## src/rtl/brk_b_pkg.sv

```systemverilog
package brk_b_pkg;

  // Register offsets on the APB word grid.
  localparam logic [7:0] OFF_REF_ADDR  = 8'h00;
  localparam logic [7:0] OFF_ADDR_MASK = 8'h04;
  localparam logic [7:0] OFF_DATA_CMP  = 8'h08;
  localparam logic [7:0] OFF_DATA_MASK = 8'h0c;
  localparam logic [7:0] OFF_BUS_CFG   = 8'h10;
  localparam logic [7:0] OFF_STATUS    = 8'h14;
  localparam logic [7:0] OFF_INT_MASK  = 8'h18;

  // Reset values.
  localparam logic [31:0] RST_WORD   = 32'h0000_0000;
  localparam logic [1:0]  RST_FIELD2 = 2'h0;
  localparam logic        RST_BIT    = 1'h0;

  // Field positions inside the bus cycle configuration word, and the bit used in the status and interrupt mask words.
  localparam int unsigned SEL_LSB  = 6;
  localparam int unsigned SIZE_LSB = 0;
  localparam int unsigned STAT_BIT = 0;

  // Bus select codes.
  localparam logic [1:0] SEL_OFF     = 2'h0;
  localparam logic [1:0] SEL_LOCAL_A = 2'h1;
  localparam logic [1:0] SEL_INSTR   = 2'h2;
  localparam logic [1:0] SEL_LOCAL_B = 2'h3;

  // Operand size codes, shared with the size lines of both buses.
  localparam logic [1:0] SIZE_ANY  = 2'h0;
  localparam logic [1:0] SIZE_BYTE = 2'h1;

  // Upper half is ignored on byte compares; the byte is duplicated in 15:8 and 7:0.
  localparam logic [31:0] BYTE_LANE_MASK = 32'hffff_0000;

  // Which bus the channel watches.
  typedef enum logic [1:0] {
    BUS_NONE,
    BUS_LOCAL,
    BUS_INSTR
  } bus_choice_t;

endpackage : brk_b_pkg

```

## src/rtl/masked_eq_compare.sv

```systemverilog
module masked_eq_compare (
  // Operands.
  input  wire logic [31:0] value,
  input  wire logic [31:0] ref_value,
  input  wire logic [31:0] mask,
  // Result.
  output logic             equal
);

  logic [31:0] bit_ok;

  // A set mask bit drops that bit from the comparison.
  for (genvar i = 0; i < 32; i++) begin : g_bit
    assign bit_ok[i] = mask[i] | (value[i] == ref_value[i]);
  end

  // All kept bits must agree.
  assign equal = &bit_ok;

endmodule : masked_eq_compare

```

## src/rtl/break_channel_b_addr_data_match.sv

```systemverilog
// Implementation choices: the APB interface to the registers and the register addresses.
module break_channel_b_addr_data_match (
  // Clock and reset.
  input  wire logic        pclk,
  input  wire logic        presetn,
  // APB slave.
  input  wire logic [7:0]  paddr,
  input  wire logic        psel,
  input  wire logic        penable,
  input  wire logic        pwrite,
  input  wire logic [31:0] pwdata,
  output logic [31:0]      prdata,
  output logic             pready,
  output logic             pslverr,
  // Instruction bus snoop.
  input  wire logic        instr_bus_valid,
  input  wire logic [31:0] instr_bus_address_lines,
  input  wire logic [31:0] instr_bus_data_lines,
  input  wire logic [1:0]  instr_bus_size,
  // Local bus snoop.
  input  wire logic        local_bus_valid,
  input  wire logic [31:0] local_bus_address_lines,
  input  wire logic [31:0] local_bus_data_lines,
  input  wire logic [1:0]  local_bus_size,
  // Results.
  output logic             chan_b_match,
  output logic             irq
);

  typedef struct packed {
    logic [31:0] chan_b_reference_address;
    logic [31:0] chan_b_address_mask;
    logic [31:0] chan_b_data_compare;
    logic [31:0] chan_b_data_mask;
    logic [1:0]  chan_b_bus_select;
    logic [1:0]  chan_b_operand_size;
    logic        status;
    logic        int_mask;
    logic        match;
    logic        irq;
    logic        pready;
    logic        pslverr;
    logic [31:0] prdata;
  } state_t;

  state_t                state;
  state_t                next_state;
  brk_b_pkg::bus_choice_t choice;
  logic                  sel_valid;
  logic [31:0]           sel_addr;
  logic [31:0]           sel_data;
  logic [1:0]            sel_size;
  logic [31:0]           eff_data_mask;
  logic                  addr_ok;
  logic                  data_ok;
  logic                  size_ok;
  logic                  data_used;
  logic                  hit;
  logic                  setup;
  logic                  wr_take;
  logic                  addr_known;
  logic [31:0]           read_word;
  logic                  stat_clear;

  // Decode the bus select field; both 01 and 11 mean the local bus.
  always_comb begin
    case (state.chan_b_bus_select)
      brk_b_pkg::SEL_LOCAL_A,
      brk_b_pkg::SEL_LOCAL_B: choice = brk_b_pkg::BUS_LOCAL;
      brk_b_pkg::SEL_INSTR:   choice = brk_b_pkg::BUS_INSTR;
      default:                choice = brk_b_pkg::BUS_NONE;
    endcase
  end

  // Route the chosen bus to the comparators; no bus means no cycle to compare.
  always_comb begin
    case (choice)
      brk_b_pkg::BUS_INSTR: begin
        sel_valid = instr_bus_valid;
        sel_addr  = instr_bus_address_lines;
        sel_data  = instr_bus_data_lines;
        sel_size  = instr_bus_size;
      end
      brk_b_pkg::BUS_LOCAL: begin
        sel_valid = local_bus_valid;
        sel_addr  = local_bus_address_lines;
        sel_data  = local_bus_data_lines;
        sel_size  = local_bus_size;
      end
      default: begin
        sel_valid = 1'b0;
        sel_addr  = brk_b_pkg::RST_WORD;
        sel_data  = brk_b_pkg::RST_WORD;
        sel_size  = brk_b_pkg::SIZE_ANY;
      end
    endcase
  end

  // Byte compares look at the low half only, since software duplicates the byte there.
  assign eff_data_mask = state.chan_b_data_mask
                       | ((state.chan_b_operand_size == brk_b_pkg::SIZE_BYTE)
                          ? brk_b_pkg::BYTE_LANE_MASK : brk_b_pkg::RST_WORD);

  masked_eq_compare u_addr_cmp (
    .value     (sel_addr),
    .ref_value (state.chan_b_reference_address),
    .mask      (state.chan_b_address_mask),
    .equal     (addr_ok)
  );

  masked_eq_compare u_data_cmp (
    .value     (sel_data),
    .ref_value (state.chan_b_data_compare),
    .mask      (eff_data_mask),
    .equal     (data_ok)
  );

  // Data only counts with a size set, so an unsized setup can never see stray data.
  assign data_used = (state.chan_b_operand_size != brk_b_pkg::SIZE_ANY);
  assign size_ok   = !data_used || (sel_size == state.chan_b_operand_size);
  assign hit       = sel_valid && addr_ok && size_ok && (!data_used || data_ok);

  // APB decode; reads are prepared in the setup cycle.
  assign setup      = psel && !penable;
  assign wr_take    = psel && penable && state.pready && pwrite;
  assign stat_clear = wr_take && (paddr == brk_b_pkg::OFF_STATUS)
                      && pwdata[brk_b_pkg::STAT_BIT];

  // Register read multiplexer; unused bits read as zero.
  always_comb begin
    addr_known = 1'b1;
    read_word  = brk_b_pkg::RST_WORD;
    case (paddr)
      brk_b_pkg::OFF_REF_ADDR:  read_word = state.chan_b_reference_address;
      brk_b_pkg::OFF_ADDR_MASK: read_word = state.chan_b_address_mask;
      brk_b_pkg::OFF_DATA_CMP:  read_word = state.chan_b_data_compare;
      brk_b_pkg::OFF_DATA_MASK: read_word = state.chan_b_data_mask;
      brk_b_pkg::OFF_BUS_CFG: begin
        read_word[brk_b_pkg::SEL_LSB +: 2]  = state.chan_b_bus_select;
        read_word[brk_b_pkg::SIZE_LSB +: 2] = state.chan_b_operand_size;
      end
      brk_b_pkg::OFF_STATUS:   read_word[brk_b_pkg::STAT_BIT] = state.status;
      brk_b_pkg::OFF_INT_MASK: read_word[brk_b_pkg::STAT_BIT] = state.int_mask;
      default:                 addr_known = 1'b0;
    endcase
  end

  // Next state: bus answer, register writes, sticky status and interrupt.
  always_comb begin
    next_state         = state;
    next_state.pready  = setup;
    next_state.pslverr = setup && !addr_known;
    if (setup) begin
      next_state.prdata = read_word;
    end
    if (wr_take) begin
      case (paddr)
        brk_b_pkg::OFF_REF_ADDR:  next_state.chan_b_reference_address = pwdata;
        brk_b_pkg::OFF_ADDR_MASK: next_state.chan_b_address_mask = pwdata;
        brk_b_pkg::OFF_DATA_CMP:  next_state.chan_b_data_compare = pwdata;
        brk_b_pkg::OFF_DATA_MASK: next_state.chan_b_data_mask = pwdata;
        brk_b_pkg::OFF_BUS_CFG: begin
          next_state.chan_b_bus_select   = pwdata[brk_b_pkg::SEL_LSB +: 2];
          next_state.chan_b_operand_size = pwdata[brk_b_pkg::SIZE_LSB +: 2];
        end
        brk_b_pkg::OFF_INT_MASK: next_state.int_mask = pwdata[brk_b_pkg::STAT_BIT];
        default: next_state.int_mask = state.int_mask;
      endcase
    end
    // A match in the clearing cycle wins, so no event is lost.
    next_state.status = (state.status && !stat_clear) || hit;
    next_state.match  = hit;
    next_state.irq    = state.status && state.int_mask;
  end

  // All state in one register; reset loads constants only.
  always_ff @(posedge pclk or negedge presetn) begin
    if (!presetn) begin
      state.chan_b_reference_address <= brk_b_pkg::RST_WORD;
      state.chan_b_address_mask      <= brk_b_pkg::RST_WORD;
      state.chan_b_data_compare      <= brk_b_pkg::RST_WORD;
      state.chan_b_data_mask         <= brk_b_pkg::RST_WORD;
      state.chan_b_bus_select        <= brk_b_pkg::RST_FIELD2;
      state.chan_b_operand_size      <= brk_b_pkg::RST_FIELD2;
      state.status                   <= brk_b_pkg::RST_BIT;
      state.int_mask                 <= brk_b_pkg::RST_BIT;
      state.match                    <= brk_b_pkg::RST_BIT;
      state.irq                      <= brk_b_pkg::RST_BIT;
      state.pready                   <= brk_b_pkg::RST_BIT;
      state.pslverr                  <= brk_b_pkg::RST_BIT;
      state.prdata                   <= brk_b_pkg::RST_WORD;
    end else begin
      state <= next_state;
    end
  end

  // Outputs come straight from the state register.
  assign prdata       = state.prdata;
  assign pready       = state.pready;
  assign pslverr      = state.pslverr;
  assign chan_b_match = state.match;
  assign irq          = state.irq;
endmodule : break_channel_b_addr_data_match

```

## config.mk

```make
export PLATFORM = sky130hd
export DESIGN_NAME = break_channel_b_addr_data_match
export DESIGN_NICKNAME = d
export VERILOG_FILES = /design/src/rtl/brk_b_pkg.sv /design/src/rtl/masked_eq_compare.sv /design/src/rtl/break_channel_b_addr_data_match.sv
export SDC_FILE = /design/constraint.sdc
export NUM_CORES = 1
export LEC_CHECK = 0
export ABC_AREA = 1
export BUFFER_PORTS_ARGS = -buffer_cell sky130_fd_sc_hd__buf_2
export CORE_ASPECT_RATIO = 1.75
export CORE_MARGIN = 3
export CORE_UTILIZATION = 55
export CTS_CLUSTER_DIAMETER = 200
export DETAILED_ROUTE_END_ITERATION = 10
export GPL_TIMING_DRIVEN = 0
export PLACE_DENSITY_LB_ADDON = 0.05
export SYNTH_ARGS = -nofsm -noshare
export SYNTH_HDL_FRONTEND = slang
export SYNTH_SLANG_ARGS = --single-unit
```

## constraint.sdc

```tcl
create_clock -name pclk -period 1.9 [get_ports pclk]
set_clock_uncertainty 0.15 [all_clocks]
set_input_delay 0.38 -clock pclk [delete_from_list [all_inputs] [get_ports pclk]]
set_output_delay 0.38 -clock pclk [all_outputs]
set_load 0.1 [all_outputs]
```

Word-level counts from Yosys, hierarchy flattened
Index checks and enable logic that the tools add are counted.
- multiply operators: 0
- shift operators: 0
- eq/ne operators: 77
- bitwise operators: 65
- divide/modulo/power cells: 0
- $lt $le $gt $ge: 0
- muxes and demuxes: 12
- add/sub/neg operators: 0
- reductions and logical operators: 31
- operators by type and width (cell ; number):
    32-bit case mux with 2 select lines ; 2
    24-bit case mux with 4 select lines ; 1
    1-bit == test ; 64
    1-bit bitwise OR ; 64
    32-bit AND reduction ; 2
    32-bit two-way mux ; 1
    32-bit bitwise OR ; 1
    8-bit by 5-bit == test with 1-bit output, second input constant ; 3
    8-bit by 4-bit == test with 1-bit output, second input constant ; 2
    4-bit case mux with 4 select lines ; 1
    1-bit logical AND ; 12
    2-bit AND reduction ; 6
    2-bit case mux with 5 select lines ; 1
    8-bit by 3-bit == test with 1-bit output, second input constant ; 1
    8-bit zero test ; 1
    2-bit case mux with 2 select lines ; 2
    1-bit case mux with 7 select lines ; 1
    7-bit OR reduction ; 1
    2-bit by 1-bit == test with 1-bit output, second input constant ; 3
    2-bit == test, second input constant ; 3
    1-bit case mux with 5 select lines ; 1
    1-bit zero test ; 4
    1-bit logical OR ; 3
    2-bit == test ; 1
    other kinds (4) ; 4
- memory bits (read-only): 0
- register bits: 170
- output and inout port bits: 36
- memory bits (writable): 0
- memories kept: 0
- bits in latches: 0
- input port bits: 179
- word-level logic and storage cells: 198

Depth between registers and ports, before layout
- depth after elaboration: 12
- gate-level depth with buffers: 15

By module
Synthesis repeated with hierarchy kept, for this count alone.
- cells, all modules: 1400
- area total of the unflattened synthesis: 9907.0 um^2
- by module, submodules not included (module ; cells an instance ; area an instance (um^2) ; instances ; sequential area each (um^2)):
    break_channel_b_addr_data_match ; 990 ; 8300.5 ; 1 ; 4254.1
    masked_eq_compare ; 205 ; 803.3 ; 2 ; 0.0

Worst setup path after synthesis
OpenSTA, ideal clock, no wires.
- path kind: reg-to-reg
- from: reg, netlist name pready
- to: reg state[106] (netlist name)
- arrival: 1.920 ns
- clock period less this slack: 2.200 ns
- path slack: -0.300 ns
- path buffers: 1
- cell stages (with the launch flop): 7
- path through: dfrtp_1 > nand2_1 > nor2_2 > nand3_1 > clkbuf_1 > nand2_1 > o21ai_0
- longest elaborated chain between the ends: 3
- ends and longest elaborated chain (item ; line ; text):
    1-bit logical AND (2 in series) ; break_channel_b_addr_data_match.sv:125 ; assign wr_take = psel && penable && state.pready && pwrite;
    2-bit AND reduction (no line) ; -- ;
    to (signal assigned) ; break_channel_b_addr_data_match.sv:193 ; state <= next_state;
    to (decl) ; break_channel_b_addr_data_match.sv:46 ; state_t state;
No other way between the ends.
A chain may end at the register's enable or synchronous reset.

==> flow_metrics.py <==
metrics = {
    "critical_path": {
        "path_cells": "buf_12 -> inv_16 -> buf_4 -> buf_12 -> nand3_1 -> nand2_1 -> nand2_1 -> nand3_1 -> nand2_1 -> nor2_1 -> nand2_1 -> nor2_1 -> nand2_1 -> nor2_1 -> nand2_2 -> nand2_1",
        "slowest_delay_ns": 0.40,
        "crit_type": "flop to flop",
        "endpoint_kind": "flop",
        "start_kind": "flop",
        "worstPathRequired_ns": 2.13,
        "crit_top_cell": "nand2_1",
        "rrSetupSlack_ns": -0.27,
        "r2r-start": "state[40]$_DFFE_PN0P_",
        "worstReg2RegEnd": "state[37]$_DFF_PN0_",
        "worstPathArrival_ns": 2.40,
        "slowest_stage": "dfrtp_1",
        "crit_path_max_fanout": 10,
        "r2r_cells": 16,
    },
    "timing": {
        "finalSetupTns_ns": -0.458,
        "relSlewSlack_pct": 50.0,
        "slew_viol_final": 0,
        "setup_viol": 2,
        "worst_slack_ns": -0.274,
        "finalHoldViolCount": 0,
        "worst_pin_slew_ns": 0.750,
        "layout_worst_path_cycle_share_pct": 114,
        "rsz0062_at_grt": "yes",
        "max_freq_mhz": 460,
        "min_period_ns": 2.17,
    },
    "logic_synthesis": {
        "syn-cell-area_um2": 9820,
        "ys_top_cells_by_area": "dfrtp_1 (43%), nand2_1 (19%), nand3_1 (9.4%)",
        "yosysWarnings": 0,
        "synth-seq-cells": 170,
        "synth_seq_area_share_pct": 43.3,
        "syn-num-nets": 1586,
        "synth_ff_type": "dfrtp_1",
        "synth_top_cell_area_share_pct": 43.3,
        "synthDistinctLibCells": 30,
        "synth.avg_cell_area_um2": 6.98,
        "yosys.area.top_type": "dfrtp_1",
        "async_flop_share_pct": 100,
        "syn_inst": 1407,
        "synth-edff-count": 0,
    },
    "outcome": {
        "violations": "setup timing",
        "outcome": "complete, but fails checks",
    },
    "power_and_ir_drop": {
        "max-vdd-ir-drop_uv": 538,
        "power.density_nw_per_um2": 626,
        "p_leak_nw": 6.58,
        "clkPwrFrac_pct": 44.8,
        "intPower_mw": 5.82,
        "switchingPower_mw": 2.00,
        "swShare_pct": 25.5,
        "seqPwrFrac_pct": 46.9,
        "pwr-share-comb_pct": 8.3,
    },
    "min_path": {
        "hold_depth": 3,
        "hold_path_end": "state[150]$_DFFE_PN0P_",
        "hold_class": "input port to flop",
        "hp-start": "pwdata[12]",
    },
    "cells_and_area": {
        "register_area_um2": 4260,
        "nFillCells": 1550,
        "stdcell_area_um2": 12500,
        "multi_input_area_um2": 4610,
        "finish.utilization_pct": 71.2,
        "drive_above_1_share_pct": 24.4,
        "num_antenna_cells": 0,
        "area_delta_synth_final_pct": 27.1,
        "fin_cells": 1906,
        "fin_nets": 1841,
    },
    "floorplanning": {
        "die_area_um2": 19500,
        "io_pins": 215,
        "initial_core_util_pct": 56.0,
        "row_count": 64,
        "dieWidth_um": 107,
        "die_height_um": 183,
        "core_um2": 17500,
    },
    "routing": {
        "drt_wl_total_mm": 40.2,
        "vias_per_cell": 5.79,
        "wl_per_cell_um": 21.1,
        "vias": 11000,
        "drt-initial-drc-count": 1100,
        "first_pass_iters": 5,
        "drc": 0,
        "ant_nets": 0,
    },
    "placement": {
        "dp_slack_ns": -0.613,
        "gp_congestion": 0.995,
        "hpwl_mm": 28.8,
        "place_area_um2": 11200,
        "dpl.cell_count": 1853,
        "numPortBuffers": 214,
    },
    "grt": {
        "grt_pass1_wl_mm": 58.7,
        "grt_remaining_overflow": 0,
        "grt_max_degree": 98,
        "grt_usage_pct": 40.7,
        "grt_pass1_vias": 10600,
        "antenna_found_initial": 0,
    },
    "clocking": {
        "clkSlewWorstSetupHoldPaths_ns": 0.07,
        "numCtsBuffers": 17,
        "cts_sinks": 170,
        "root_buffer": "clkbuf_16",
        "cts_buffer_depth": 2,
        "clk_latency_ns": 0.44,
        "cts_tree": "done",
        "htreeDepth": 4,
    },
    "flow_run": {
        "max-cap-violations": 0,
    },
}
[power by group through the flow]
stage,logic [mW],registers [mW],clock network (mW)
after floorplan,0.233,3.74,0
after global placement,0.609,3.73,0
after detailed placement,0.619,3.73,0
after CTS,0.641,3.66,3.50
after global routing,0.699,3.66,3.64
final,0.651,3.66,3.50
[area by class of cell]
| class | instances | share of cell area, % |
|---|---|---|
| clock buffer | 19 | 3.47 |
| clock inverter | 13 | 1.15 |
| buffer | 94 | 6.02 |
| sequential | 170 | 34.1 |
| inverter | 155 | 4.81 |
| multi-input combinational | 988 | 36.9 |
| timing repair buffer | 236 | 11.2 |
| tap | 231 | 2.32 |
[per-stage QoR]
step	power, mW	hold slack (ns)
detailed placement	4.35	0.233
CTS	7.80	0.0723
floorplan	3.98	-0.0656
global placement	4.34	0.315
finish	7.81	0.0778
global route	8.01	0.102
[kinds of logic (layout without fill, tap and decap cells)]
logic type / count (synthesis) / count (layout) / share of synthesized area (%)
AOI/OAI and AO/OA: 232 / 232 / 12.8
buffers and inverters: 249 / 517 / 11.7
DFF: 170 / 170 / 43.3
and+or+nand+nor: 756 / 756 / 32.2
[flip-flops by register name (all words and copies together) (netlist names)]
register and flops:
chan_b_match 1, pready 1, state 134, prdata 32
irq 1, pslverr 1
[critical path: cells and delay by family (launching register included)]
kind / cells / cell delay [ns]
AND/OR/NAND/NOR: 12 / 1.06
flip-flops: 1 / 0.40
buffers and inverters: 4 / 0.50
[cells in the final DEF, fill, tap and decap left out, types with 2 or more instances in the layout]
cell type   count
a211oi_1        5
bufinv_16       2
clkinvlp_4      4
buf_8           3
clkbuf_1        7
buf_2         230
o22a_1          2
o221ai_1        4
a21oi_1         5
nand2_1       478
nand3_2        22
o21ai_0       154
buf_12         14
dfrtp_1       169
clkbuf_16      17
nor2_1         58
o22ai_1        41
inv_1         149
nand4_1         5
buf_6           5
inv_6           4
nor2_4          2
nand3_4         3
buf_16          3
clkbuf_2       16
nor2_2          5
o21ai_1        18
nand3b_1        7
nor3_1          2
nand2_2        11
inv_2           4
nand3_1       159
buf_4          51
clkinv_2        2
[what timing repair did]
action,4_1_cts,5_1_grt
pin swaps,10,8
hold buffers,1,0
endpoints found under the hold margin,73,0
gates resized for setup,101,43
buffers inserted,14,3
setup endpoints to repair,136,118
gates cloned,3,0
[routing by layer]
metal,share of wire [%],vias up,track usage (%)
met4,8.5,0,31.0
met3,10,195,8.74
li1,-,5036,-
met2,48,738,66.4
met1,34,5059,46.3
met5,0,-,0
[Yosys cell counts, types with 6 or more instances]
library cell,count
o21ai_0,154
dfrtp_1,170
nand3b_1,7
buf_4,38
nand3_1,184
o21ai_1,18
inv_1,149
nand2_1,486
clkbuf_1,34
a21oi_1,6
o22ai_1,41
nor2_1,61
buf_6,7
buf_2,13
[worst max-delay path by stage]
stage	startpoint	slack (ns)	depth (start not counted)	endpoint
final	state[40]$_DFFE_PN0P_	-0.27	16	state[37]$_DFF_PN0_
after global routing	state[40]$_DFFE_PN0P_	-0.42	16	state[37]$_DFF_PN0_
after CTS	state[40]$_DFFE_PN0P_	-0.13	15	state[37]$_DFF_PN0_
after detailed placement	paddr[5]	-0.61	9	prdata[2]$_DFFE_PN0P_
after global placement	presetn	-2.97	1	pready$_DFF_PN0_
after floorplan	pready$_DFF_PN0_	0.07	6	state[106]$_DFFE_PN0P_
(Power assumes the default switching activity.)
